<file path="src/rtl/pcr_pkg.sv">
// Constants for the port charge and removable configuration bank
package pcr_pkg;
  localparam int unsigned NUM_PORTS = 4;
  localparam logic [7:0] BATTERY_CHARGE_SUPPORT_OFS = 8'h06;
  localparam logic [7:0] DEVICE_REMOVABLE_CONFIG_OFS = 8'h07;
  localparam int unsigned OVERRIDE_BIT = 7;
  localparam int unsigned PORT_FIELD_LSB = 0;
  localparam logic [3:0] CHARGE_ENABLE_RESET = 4'h0;
  localparam logic [3:0] REMOVABLE_RESET = 4'h0;
  localparam logic OVERRIDE_RESET = 1'b0;
  localparam int unsigned STRAP_SYNC_STAGES = 2;
endpackage

</file>
<file path="src/rtl/pcr_sync.sv">
// Two-stage synchroniser for pin inputs
`timescale 1ns/1ps
module pcr_sync #(
  parameter int WIDTH = 4
) (
  input wire logic mclk,
  input wire logic rst_n,
  input wire logic [WIDTH-1:0] async_in,
  output logic [WIDTH-1:0] sync_out
);
  logic [WIDTH-1:0] meta_ff;
  logic [WIDTH-1:0] sync_ff;

  always_ff @(posedge mclk or negedge rst_n) begin
    if (!rst_n) begin
      meta_ff <= '0;
      sync_ff <= '0;
    end else begin
      meta_ff <= async_in;
      sync_ff <= meta_ff;
    end
  end

  assign sync_out = sync_ff;
endmodule

</file>
<file path="src/rtl/pcr_cfg_regs.sv">
// Battery charge support and device removable configuration registers
//
// Summary of operation
// - Bit 7 of the removable register is the override that governs write access to the per-port removable bits.
// - With override 0 the removable field is read-only and comes from OTP.
// - With override 1 that field is writable by register writes.
// - One write may set the override and the removable bits together, both taking effect at once.
// - Bits 6 to 4 of the removable register read zero and ignore writes.
// - Removable bit 1 reports a removable device, 0 a permanently attached one.
// - Removable bit n describes downstream port n+1.
// - Writes to the removable field are ignored unless the same write sets override (bit 7) to 1.
// - While not writable the removable field shows the inverse of the OTP non-removable field.
`timescale 1ns/1ps
module pcr_cfg_regs #(
  parameter int NUM_PORTS = 4
) (
  input wire logic mclk,
  input wire logic rst_n,
  input wire logic [NUM_PORTS-1:0] charge_strap_pins,
  input wire logic [NUM_PORTS-1:0] otp_non_removable,
  input wire logic reg_wr_en,
  input wire logic [7:0] reg_addr,
  input wire logic [7:0] reg_wdata,
  output logic [7:0] reg_rdata,
  output logic [NUM_PORTS-1:0] charge_port_enable,
  output logic [NUM_PORTS-1:0] port_removable,
  output logic removable_override
);
  typedef enum logic [1:0] {
    PCR_FILL = 2'b00,
    PCR_RUN = 2'b01
  } pcr_strap_state_t;

  logic [NUM_PORTS-1:0] strap_sync;
  pcr_strap_state_t strap_state_ff;
  pcr_strap_state_t nxt_strap_state;
  logic [1:0] fill_cnt_ff;
  logic [1:0] nxt_fill_cnt;
  logic strap_load;
  logic [NUM_PORTS-1:0] charge_ff;
  logic [NUM_PORTS-1:0] nxt_charge;
  logic override_ff;
  logic nxt_override;
  logic [NUM_PORTS-1:0] removable_ff;
  logic [NUM_PORTS-1:0] nxt_removable;
  logic [NUM_PORTS-1:0] view_ff;
  wire [NUM_PORTS-1:0] nxt_view;
  logic [7:0] rdata_ff;
  logic [7:0] nxt_rdata;
  logic wr_charge;
  logic wr_removable;

  function automatic logic addr_hit(input logic [7:0] addr, input logic [7:0] ofs);
    addr_hit = (addr == ofs);
  endfunction

  // Unmapped offsets and unused upper bits read as zero
  function automatic logic [7:0] read_word(
    input logic [7:0] addr,
    input logic [NUM_PORTS-1:0] charge,
    input logic override,
    input logic [NUM_PORTS-1:0] view
  );
    read_word = 8'h00;
    if (addr_hit(addr, pcr_pkg::BATTERY_CHARGE_SUPPORT_OFS)) begin
      read_word[NUM_PORTS-1:0] = charge;
    end else if (addr_hit(addr, pcr_pkg::DEVICE_REMOVABLE_CONFIG_OFS)) begin
      read_word[pcr_pkg::OVERRIDE_BIT] = override;
      read_word[NUM_PORTS-1:0] = view;
    end
  endfunction

  pcr_sync #(
    .WIDTH(NUM_PORTS)
  ) u_strap_sync (
    .mclk(mclk),
    .rst_n(rst_n),
    .async_in(charge_strap_pins),
    .sync_out(strap_sync)
  );

  assign wr_charge = reg_wr_en && addr_hit(reg_addr, pcr_pkg::BATTERY_CHARGE_SUPPORT_OFS);
  assign wr_removable = reg_wr_en && addr_hit(reg_addr, pcr_pkg::DEVICE_REMOVABLE_CONFIG_OFS);

  // Strap is caught once the synchroniser has filled after reset release
  always_comb begin
    nxt_strap_state = strap_state_ff;
    nxt_fill_cnt = fill_cnt_ff;
    strap_load = 1'b0;
    case (strap_state_ff)
      PCR_FILL: begin
        if (fill_cnt_ff == 2'(pcr_pkg::STRAP_SYNC_STAGES)) begin
          strap_load = 1'b1;
          nxt_strap_state = PCR_RUN;
        end else begin
          nxt_fill_cnt = fill_cnt_ff + 2'h1;
        end
      end
      PCR_RUN: begin
        nxt_strap_state = PCR_RUN;
      end
      default: begin
        nxt_strap_state = PCR_FILL;
        nxt_fill_cnt = 2'h0;
      end
    endcase
  end

  always_ff @(posedge mclk or negedge rst_n) begin
    if (!rst_n) begin
      strap_state_ff <= PCR_FILL;
    end else begin
      strap_state_ff <= nxt_strap_state;
    end
  end

  always_ff @(posedge mclk or negedge rst_n) begin
    if (!rst_n) begin
      fill_cnt_ff <= 2'h0;
    end else begin
      fill_cnt_ff <= nxt_fill_cnt;
    end
  end

  // Strap load wins over an early host write; the host must wait for it
  always_comb begin
    nxt_charge = charge_ff;
    if (strap_load) begin
      nxt_charge = strap_sync;
    end else if (wr_charge) begin
      nxt_charge = reg_wdata[NUM_PORTS-1:0];
    end
  end

  always_ff @(posedge mclk or negedge rst_n) begin
    if (!rst_n) begin
      charge_ff <= pcr_pkg::CHARGE_ENABLE_RESET;
    end else begin
      charge_ff <= nxt_charge;
    end
  end

  always_comb begin
    nxt_override = override_ff;
    if (wr_removable) begin
      nxt_override = reg_wdata[pcr_pkg::OVERRIDE_BIT];
    end
  end

  always_ff @(posedge mclk or negedge rst_n) begin
    if (!rst_n) begin
      override_ff <= pcr_pkg::OVERRIDE_RESET;
    end else begin
      override_ff <= nxt_override;
    end
  end

  // A write that sets override also takes the removable bits, whatever the old override
  always_comb begin
    nxt_removable = removable_ff;
    if (wr_removable && reg_wdata[pcr_pkg::OVERRIDE_BIT]) begin
      nxt_removable = reg_wdata[NUM_PORTS-1:0];
    end
  end

  // Stored bits survive a freeze, but the write that lifts override again replaces them
  always_ff @(posedge mclk or negedge rst_n) begin
    if (!rst_n) begin
      removable_ff <= pcr_pkg::REMOVABLE_RESET;
    end else begin
      removable_ff <= nxt_removable;
    end
  end

  // View built from next values so override and bits land on one edge
  genvar port_idx;
  generate
    for (port_idx = 0; port_idx < NUM_PORTS; port_idx++) begin : g_port
      assign nxt_view[port_idx] = nxt_override ? nxt_removable[port_idx] :
        ~otp_non_removable[port_idx];
    end
  endgenerate

  // OTP changes show one cycle late; the field is static in use
  always_ff @(posedge mclk or negedge rst_n) begin
    if (!rst_n) begin
      view_ff <= pcr_pkg::REMOVABLE_RESET;
    end else begin
      view_ff <= nxt_view;
    end
  end

  always_comb begin
    nxt_rdata = read_word(reg_addr, charge_ff, override_ff, view_ff);
  end

  always_ff @(posedge mclk or negedge rst_n) begin
    if (!rst_n) begin
      rdata_ff <= 8'h00;
    end else begin
      rdata_ff <= nxt_rdata;
    end
  end

  assign port_removable = view_ff;
  assign charge_port_enable = charge_ff;
  assign removable_override = override_ff;
  assign reg_rdata = rdata_ff;
endmodule

</file>
<file path="config.mk">
export PLATFORM = sky130hd
export DESIGN_NAME = pcr_cfg_regs
export DESIGN_NICKNAME = d
export VERILOG_FILES = /design/src/rtl/pcr_pkg.sv /design/src/rtl/pcr_sync.sv /design/src/rtl/pcr_cfg_regs.sv
export SDC_FILE = /design/constraint.sdc
export NUM_CORES = 1
export LEC_CHECK = 0
export BUFFER_PORTS_ARGS = -buffer_cell sky130_fd_sc_hd__buf_4
export CELL_PAD_IN_SITES_DETAIL_PLACEMENT = 1
export CELL_PAD_IN_SITES_GLOBAL_PLACEMENT = 1
export CORE_UTILIZATION = 36
export DETAILED_ROUTE_END_ITERATION = 10
export PLACE_DENSITY = 0.79
export SLEW_MARGIN = 0
export SYNTH_ARGS = -nofsm -noshare
export SYNTH_HDL_FRONTEND = slang
export SYNTH_SLANG_ARGS = --single-unit
</file>
<file path="constraint.sdc">
create_clock -name mclk -period 1.72 [get_ports mclk]
set_input_delay 0 -clock mclk [delete_from_list [all_inputs] [get_ports mclk]]
set_output_delay 0 -clock mclk [all_outputs]
set_load 0.02 [all_outputs]
</file>
# Word level (Yosys, flattened, before mapping)

Index checks and enable logic that the tools add are counted.

Bitwise gates (word level): 5
Equal/unequal tests: 6
Reduce and logical (&&, ||, !) cells: 6
Add/sub/neg operators: 1
Muxes and demuxes: 18

Operators by type and width:

| kind                  | number |
|---|---|
| $mux W4               | 5 |
| $eq A8 B3 Y1 const B  | 2 |
| $mux W1               | 9 |
| $pmux W2 S2           | 2 |
| $not A1 Y1            | 5 |
| $mux W2               | 2 |
| $ne A2 B2 Y1 const B  | 2 |
| $logic_and A1 B1 Y1   | 3 |
| $add A2 B1 Y2 const B | 1 |
| $eq A2 B1 Y1 const B  | 1 |
| $eq A2 B2 Y1 const B  | 1 |
| $logic_not A2 Y1      | 1 |
| $reduce_and A2 Y1     | 1 |
| $reduce_bool A2 Y1    | 1 |

Input port bits: 27
Register bits: 30

# Depth between registers and ports, before layout

Depth after elaboration: 5
Depth in mapped cells: 6
Mapped depth without buffers: 5

# By module

From an unflattened synthesis, not the netlist that was laid out.

Cells, all modules: 85
Area, all modules: 1128.6 um2

Modules (own cells, without submodules):

| module       | instances | area each (um2) | sequential area each (um2) | cells each |
|---|---|---|---|---|
| pcr_cfg_regs | 1         | 928.4           | 525.5                      | 77 |
| pcr_sync     | 1         | 200.2           | 200.2                      | 8 |

# Least setup slack after synthesis

Ideal clock, no wire load.

Path kind: input to register
Start point: input port reg_addr[7]
End point: register view_ff[0], in the netlist port_removable[0]
Stages: 4
Arrival time: 1.077 ns
Library setup time: 0.125 ns
Setup slack: 0.519 ns
Required time: 1.595 ns
Cell sequence: or4_4 o31ai_4 and2_4 a21oi_1

Word-level cells in the longest chain between the ends: 5
Elaborated cells between the ends (all ways): 6
Classes of those cells: eq/ne (1); mux (3); reduce/logical (2)

RTL lines:

| what                  | RTL line            | RTL |
|---|---|---|
| from (decl)           | pcr_cfg_regs.sv:22  | `input wire logic [7:0] reg_addr,` |
| $eq A8 B3 Y1 *        | pcr_cfg_regs.sv:54  | `addr_hit = (addr == ofs);` |
| $logic_and A1 B1 Y1 * | pcr_cfg_regs.sv:83  | `assign wr_removable = reg_wr_en && addr_hit(reg_addr, pcr_pkg::DEVICE_REMOVABLE_CONFIG_OFS);` |
| $logic_and A1 B1 Y1   | pcr_cfg_regs.sv:161 | `if (wr_removable && reg_wdata[pcr_pkg::OVERRIDE_BIT]) begin` |
| $mux W4               | pcr_cfg_regs.sv:161 |  |
| $mux W1 *             | pcr_cfg_regs.sv:179 | `assign nxt_view[port_idx] = nxt_override ? nxt_removable[port_idx] :` |
| named net nxt_view[0] | pcr_cfg_regs.sv:47  | `wire [NUM_PORTS-1:0] nxt_view;` |
| to (signal assigned)  | pcr_cfg_regs.sv:187 | `view_ff <= pcr_pkg::REMOVABLE_RESET;` |
| to (signal assigned)  | pcr_cfg_regs.sv:189 | `view_ff <= nxt_view;` |
| to (decl)             | pcr_cfg_regs.sv:46  | `logic [NUM_PORTS-1:0] view_ff;` |

Mark *: on every way through the listed nets, which the timed path passes. The rest lies on a longest branch.
A chain may end at the register's enable or synchronous reset.

# Worst setup path after layout

Ends and elaborated chain as after synthesis.

==> impl_metrics.env <==
export IMPL_start_util_pct=39.4
export IMPL_drive_above_1_share_pct=39.6
export IMPL_layout_setup_ws_ps=37.4
export IMPL_numCtsBuffers=5
export IMPL_yosys_top_cells_area="dfrtp_1 65%, mux2_2 4.0%, a21oi_1 3.6%"
export IMPL_die_h_um=57.9
export IMPL_io_buffers=37
export IMPL_n_antenna_cell=0
export IMPL_violations="DRC"
export IMPL_ir_drop_mv=0.575
export IMPL_fin_cells=175
export IMPL_cp_end_kind="register"
export IMPL_yosysTopAreaCell="dfrtp_1"
export IMPL_avgSynthCellArea_um2=13.4
export IMPL_critPathSlowestCell="dlygate4sd3_1"
export IMPL_hold_viol_final=0
export IMPL_whs_ps=35.6
export IMPL_yosysMostFrequentCell="dfrtp_1"
export IMPL_synth_seq_cells=29
export IMPL_drc=7
export IMPL_routed_wl_um=2730
export IMPL_crit_required_ps=1960
export IMPL_ant_nets=0
export IMPL_dp_slack_ps=292
export IMPL_sw_frac_of_total_pct=22.2
export IMPL_grtUsageTotal_pct=18.3
export IMPL_power_frac_seq_pct=48.9
export IMPL_drtIter0Drc=21
export IMPL_critPathKind="primary input to register"
export IMPL_async_flop_share_pct=100
export IMPL_grt_met1_usage_pct=19.6
export IMPL_post_route_min_period_ps=1680
export IMPL_synth_seq_area_share_pct=64.6
export IMPL_overflow=0
export IMPL_globalRouteMet2Util_pct=34.2
export IMPL_skew_ps=9.75
export IMPL_drv_cap=0
export IMPL_grt_pass1_vias=972
export IMPL_combinationalPowerShare_pct=12.8
export IMPL_clk_path_buf_depth=2
export IMPL_max_stage_delay_ps=590
export IMPL_cts_htree_levels=2
export IMPL_dp_hpwl_um=1750
export IMPL_routabilityCongestion=0.764
export IMPL_io_pin_count=44
export IMPL_status="finished, violations left"
export IMPL_coreArea_um2=2850
export IMPL_clockPowerShare_pct=38.3
export IMPL_netSwitchingPower_mw=0.331
export IMPL_hp_class="primary input to register"
export IMPL_first_pass_iters=7
export IMPL_clk_latency_ps=320
export IMPL_syn2layout_area_growth_pct=50.2
export IMPL_clk_pin_slew_ps=80
export IMPL_num_vias=902
export IMPL_synth_flop_cell="dfrtp_1"
export IMPL_syn_area_um2=1120
export IMPL_grt_busiest_layer="met2"
export IMPL_antenna_found_initial=0
export IMPL_die_x_um=57.9
export IMPL_placed_cells=150
export IMPL_die_area_um2=3350
export IMPL_grt_max_degree=30
export IMPL_yosysUniqueCellTypes=29
export IMPL_cts_tree="built"
export IMPL_cp_start_kind="primary input"
export IMPL_wire_per_inst_um=15.6
export IMPL_via_per_inst=5.15
export IMPL_synth_edff_count=0
export IMPL_yosys_warnings=0
export IMPL_finalMaxSlewViolations=0
export IMPL_cp_max_fo=5
export IMPL_period_share_pct=97.8
export IMPL_use_met3_pct=6.47
export IMPL_p_int_mw=1.16
export IMPL_grt_pass1_wl_um=4450
export IMPL_cp_cell_sequence="buf_4 > or4_4 > o31ai_4 > o22ai_1 > a21oi_2 > dlygate4sd3_1"
export IMPL_setup_viol=0
export IMPL_p_leak_nw=0.845
export IMPL_max_freq_mhz=594
export IMPL_arrival_ps=1920
export IMPL_synth_top_area_share_pct=64.6
export IMPL_cts_sinks=29
export IMPL_rows=19
export IMPL_powerDensity_nw_per_um2=883
export IMPL_clock_root_buffer="clkbuf_4"
export IMPL_final_nets=171
export IMPL_synth_common_cells="29 x dfrtp_1, 8 x a21oi_1, 5 x nor2_1"
export IMPL_postSynthCellCount=84
-- metal layers --
layer	wire, um	part of all wire [%]
met5	0	0
met3	213	7.8
met4	34	1.2
met2	1470	54
met1	1020	37
-- placed cells by master (no fill, tap or decap) --
cell / n
o21ai_0: 1
mux2_2: 4
or4_4: 1
nand4_1: 1
buf_4: 40
and2_4: 1
dfrtp_1: 29
o31ai_4: 1
clkbuf_8: 1
and2_1: 1
clkbuf_1: 1
nand4b_1: 1
and3_1: 1
nor4_4: 1
bufinv_16: 1
xnor2_1: 1
nand2b_1: 1
nand2_1: 1
clkbuf_4: 5
mux2i_1: 4
nor2_1: 5
a22o_1: 4
a21oi_1: 7
nor4bb_1: 1
inv_1: 3
dlygate4sd3_1: 15
or2_2: 1
a21oi_2: 1
conb_1: 3
ha_1: 1
nand3_1: 1
o22ai_1: 4
and4b_1: 1
-- what timing repair did --
item / CTS / global route
endpoints found under the hold margin: 42 / 0
setup buffers: 0 / 2
gates resized for setup: 0 / 2
hold buffers: 15 / 0
endpoints found under the setup margin: 0 / 1
-- power groups by stage --
| stage | combinational [mW] | clock [mW] | sequential [mW] |
|---|---|---|---|
| 6_report | 0.191 | 0.571 | 0.728 |
| 5_1_grt | 0.206 | 0.623 | 0.732 |
| 4_1_cts | 0.183 | 0.592 | 0.729 |
| 3_5_place_dp | 0.153 | 0 | 0.742 |
| 3_3_place_gp | 0.149 | 0 | 0.740 |
| 2_1_floorplan | 0.0412 | 0 | 0.759 |
-- kinds of logic (layout without fill, tap and decap cells) --
kind of cell | after synthesis | in the layout | synth area share (%)
AO/OA/AOI/OAI | 18 | 18 | 11.2
adder cells (fa/ha/maj) | 1 | 1 | 1.11
multiplexers | 8 | 8 | 7.57
flip-flops | 29 | 29 | 64.6
AND/OR/NAND/NOR | 18 | 18 | 10.7
XOR/XNOR | 1 | 1 | 0.780
buffers and inverters | 8 | 66 | 3.67
other | 1 | 3 | 0.334
-- state kept, by name, indices dropped and copies added (netlist names) --
name                   count
charge_port_enable         4
fill_cnt_ff                2
port_removable             4
reg_rdata                  5
removable_ff               4
removable_override         1
strap_state_ff             1
u_strap_sync.meta_ff       4
u_strap_sync.sync_out      4
-- area by class of cell --
type	count	area, um2
sequential	29	726
clock buffer	7	55.1
tap	31	38.8
multi-input combinational	49	377
timing repair buffer	55	450
fill	292	1160
clock inverter	1	30.0
inverter	3	11.3
-- critical path, delay by kind of cell --
family                 cells  cell delay (ps)
AND/OR/NAND/NOR            1              550
AO/OA/AOI/OAI              3              660
buffers and inverters      2              710
-- stage by stage --
| step | setup TNS, ps | cell area, um2 | util (%) | power, mW |
|---|---|---|---|---|
| 3_3_place_gp | 0 | 1430 | 50.0 | 0.889 |
| 2_1_floorplan | 0 | 1130 | - | 0.800 |
| 3_5_place_dp | 0 | 1430 | 50.0 | 0.895 |
| 4_1_cts | 0 | 1660 | 58.2 | 1.50 |
| 6_report | 0 | 1690 | 59.2 | 1.49 |
| 5_1_grt | -16.2 | 1690 | 59.2 | 1.56 |
-- final timing paths --
check                                         from                        to  slack, ps  cells after the start
setup / recovery                       reg_addr[7]         port_removable[0]         40                      6
hold / removal                         reg_addr[4]              reg_rdata[7]         40                      3
setup reg to reg                removable_override         port_removable[0]        170                      4
hold reg to reg            u_strap_sync.meta_ff[3]  u_strap_sync.sync_out[3]        350                      0
max in group asynchronous                    rst_n        removable_override       1320                      2
min in group asynchronous                    rst_n              reg_rdata[1]        130                      2
(Power assumes the default switching activity.)
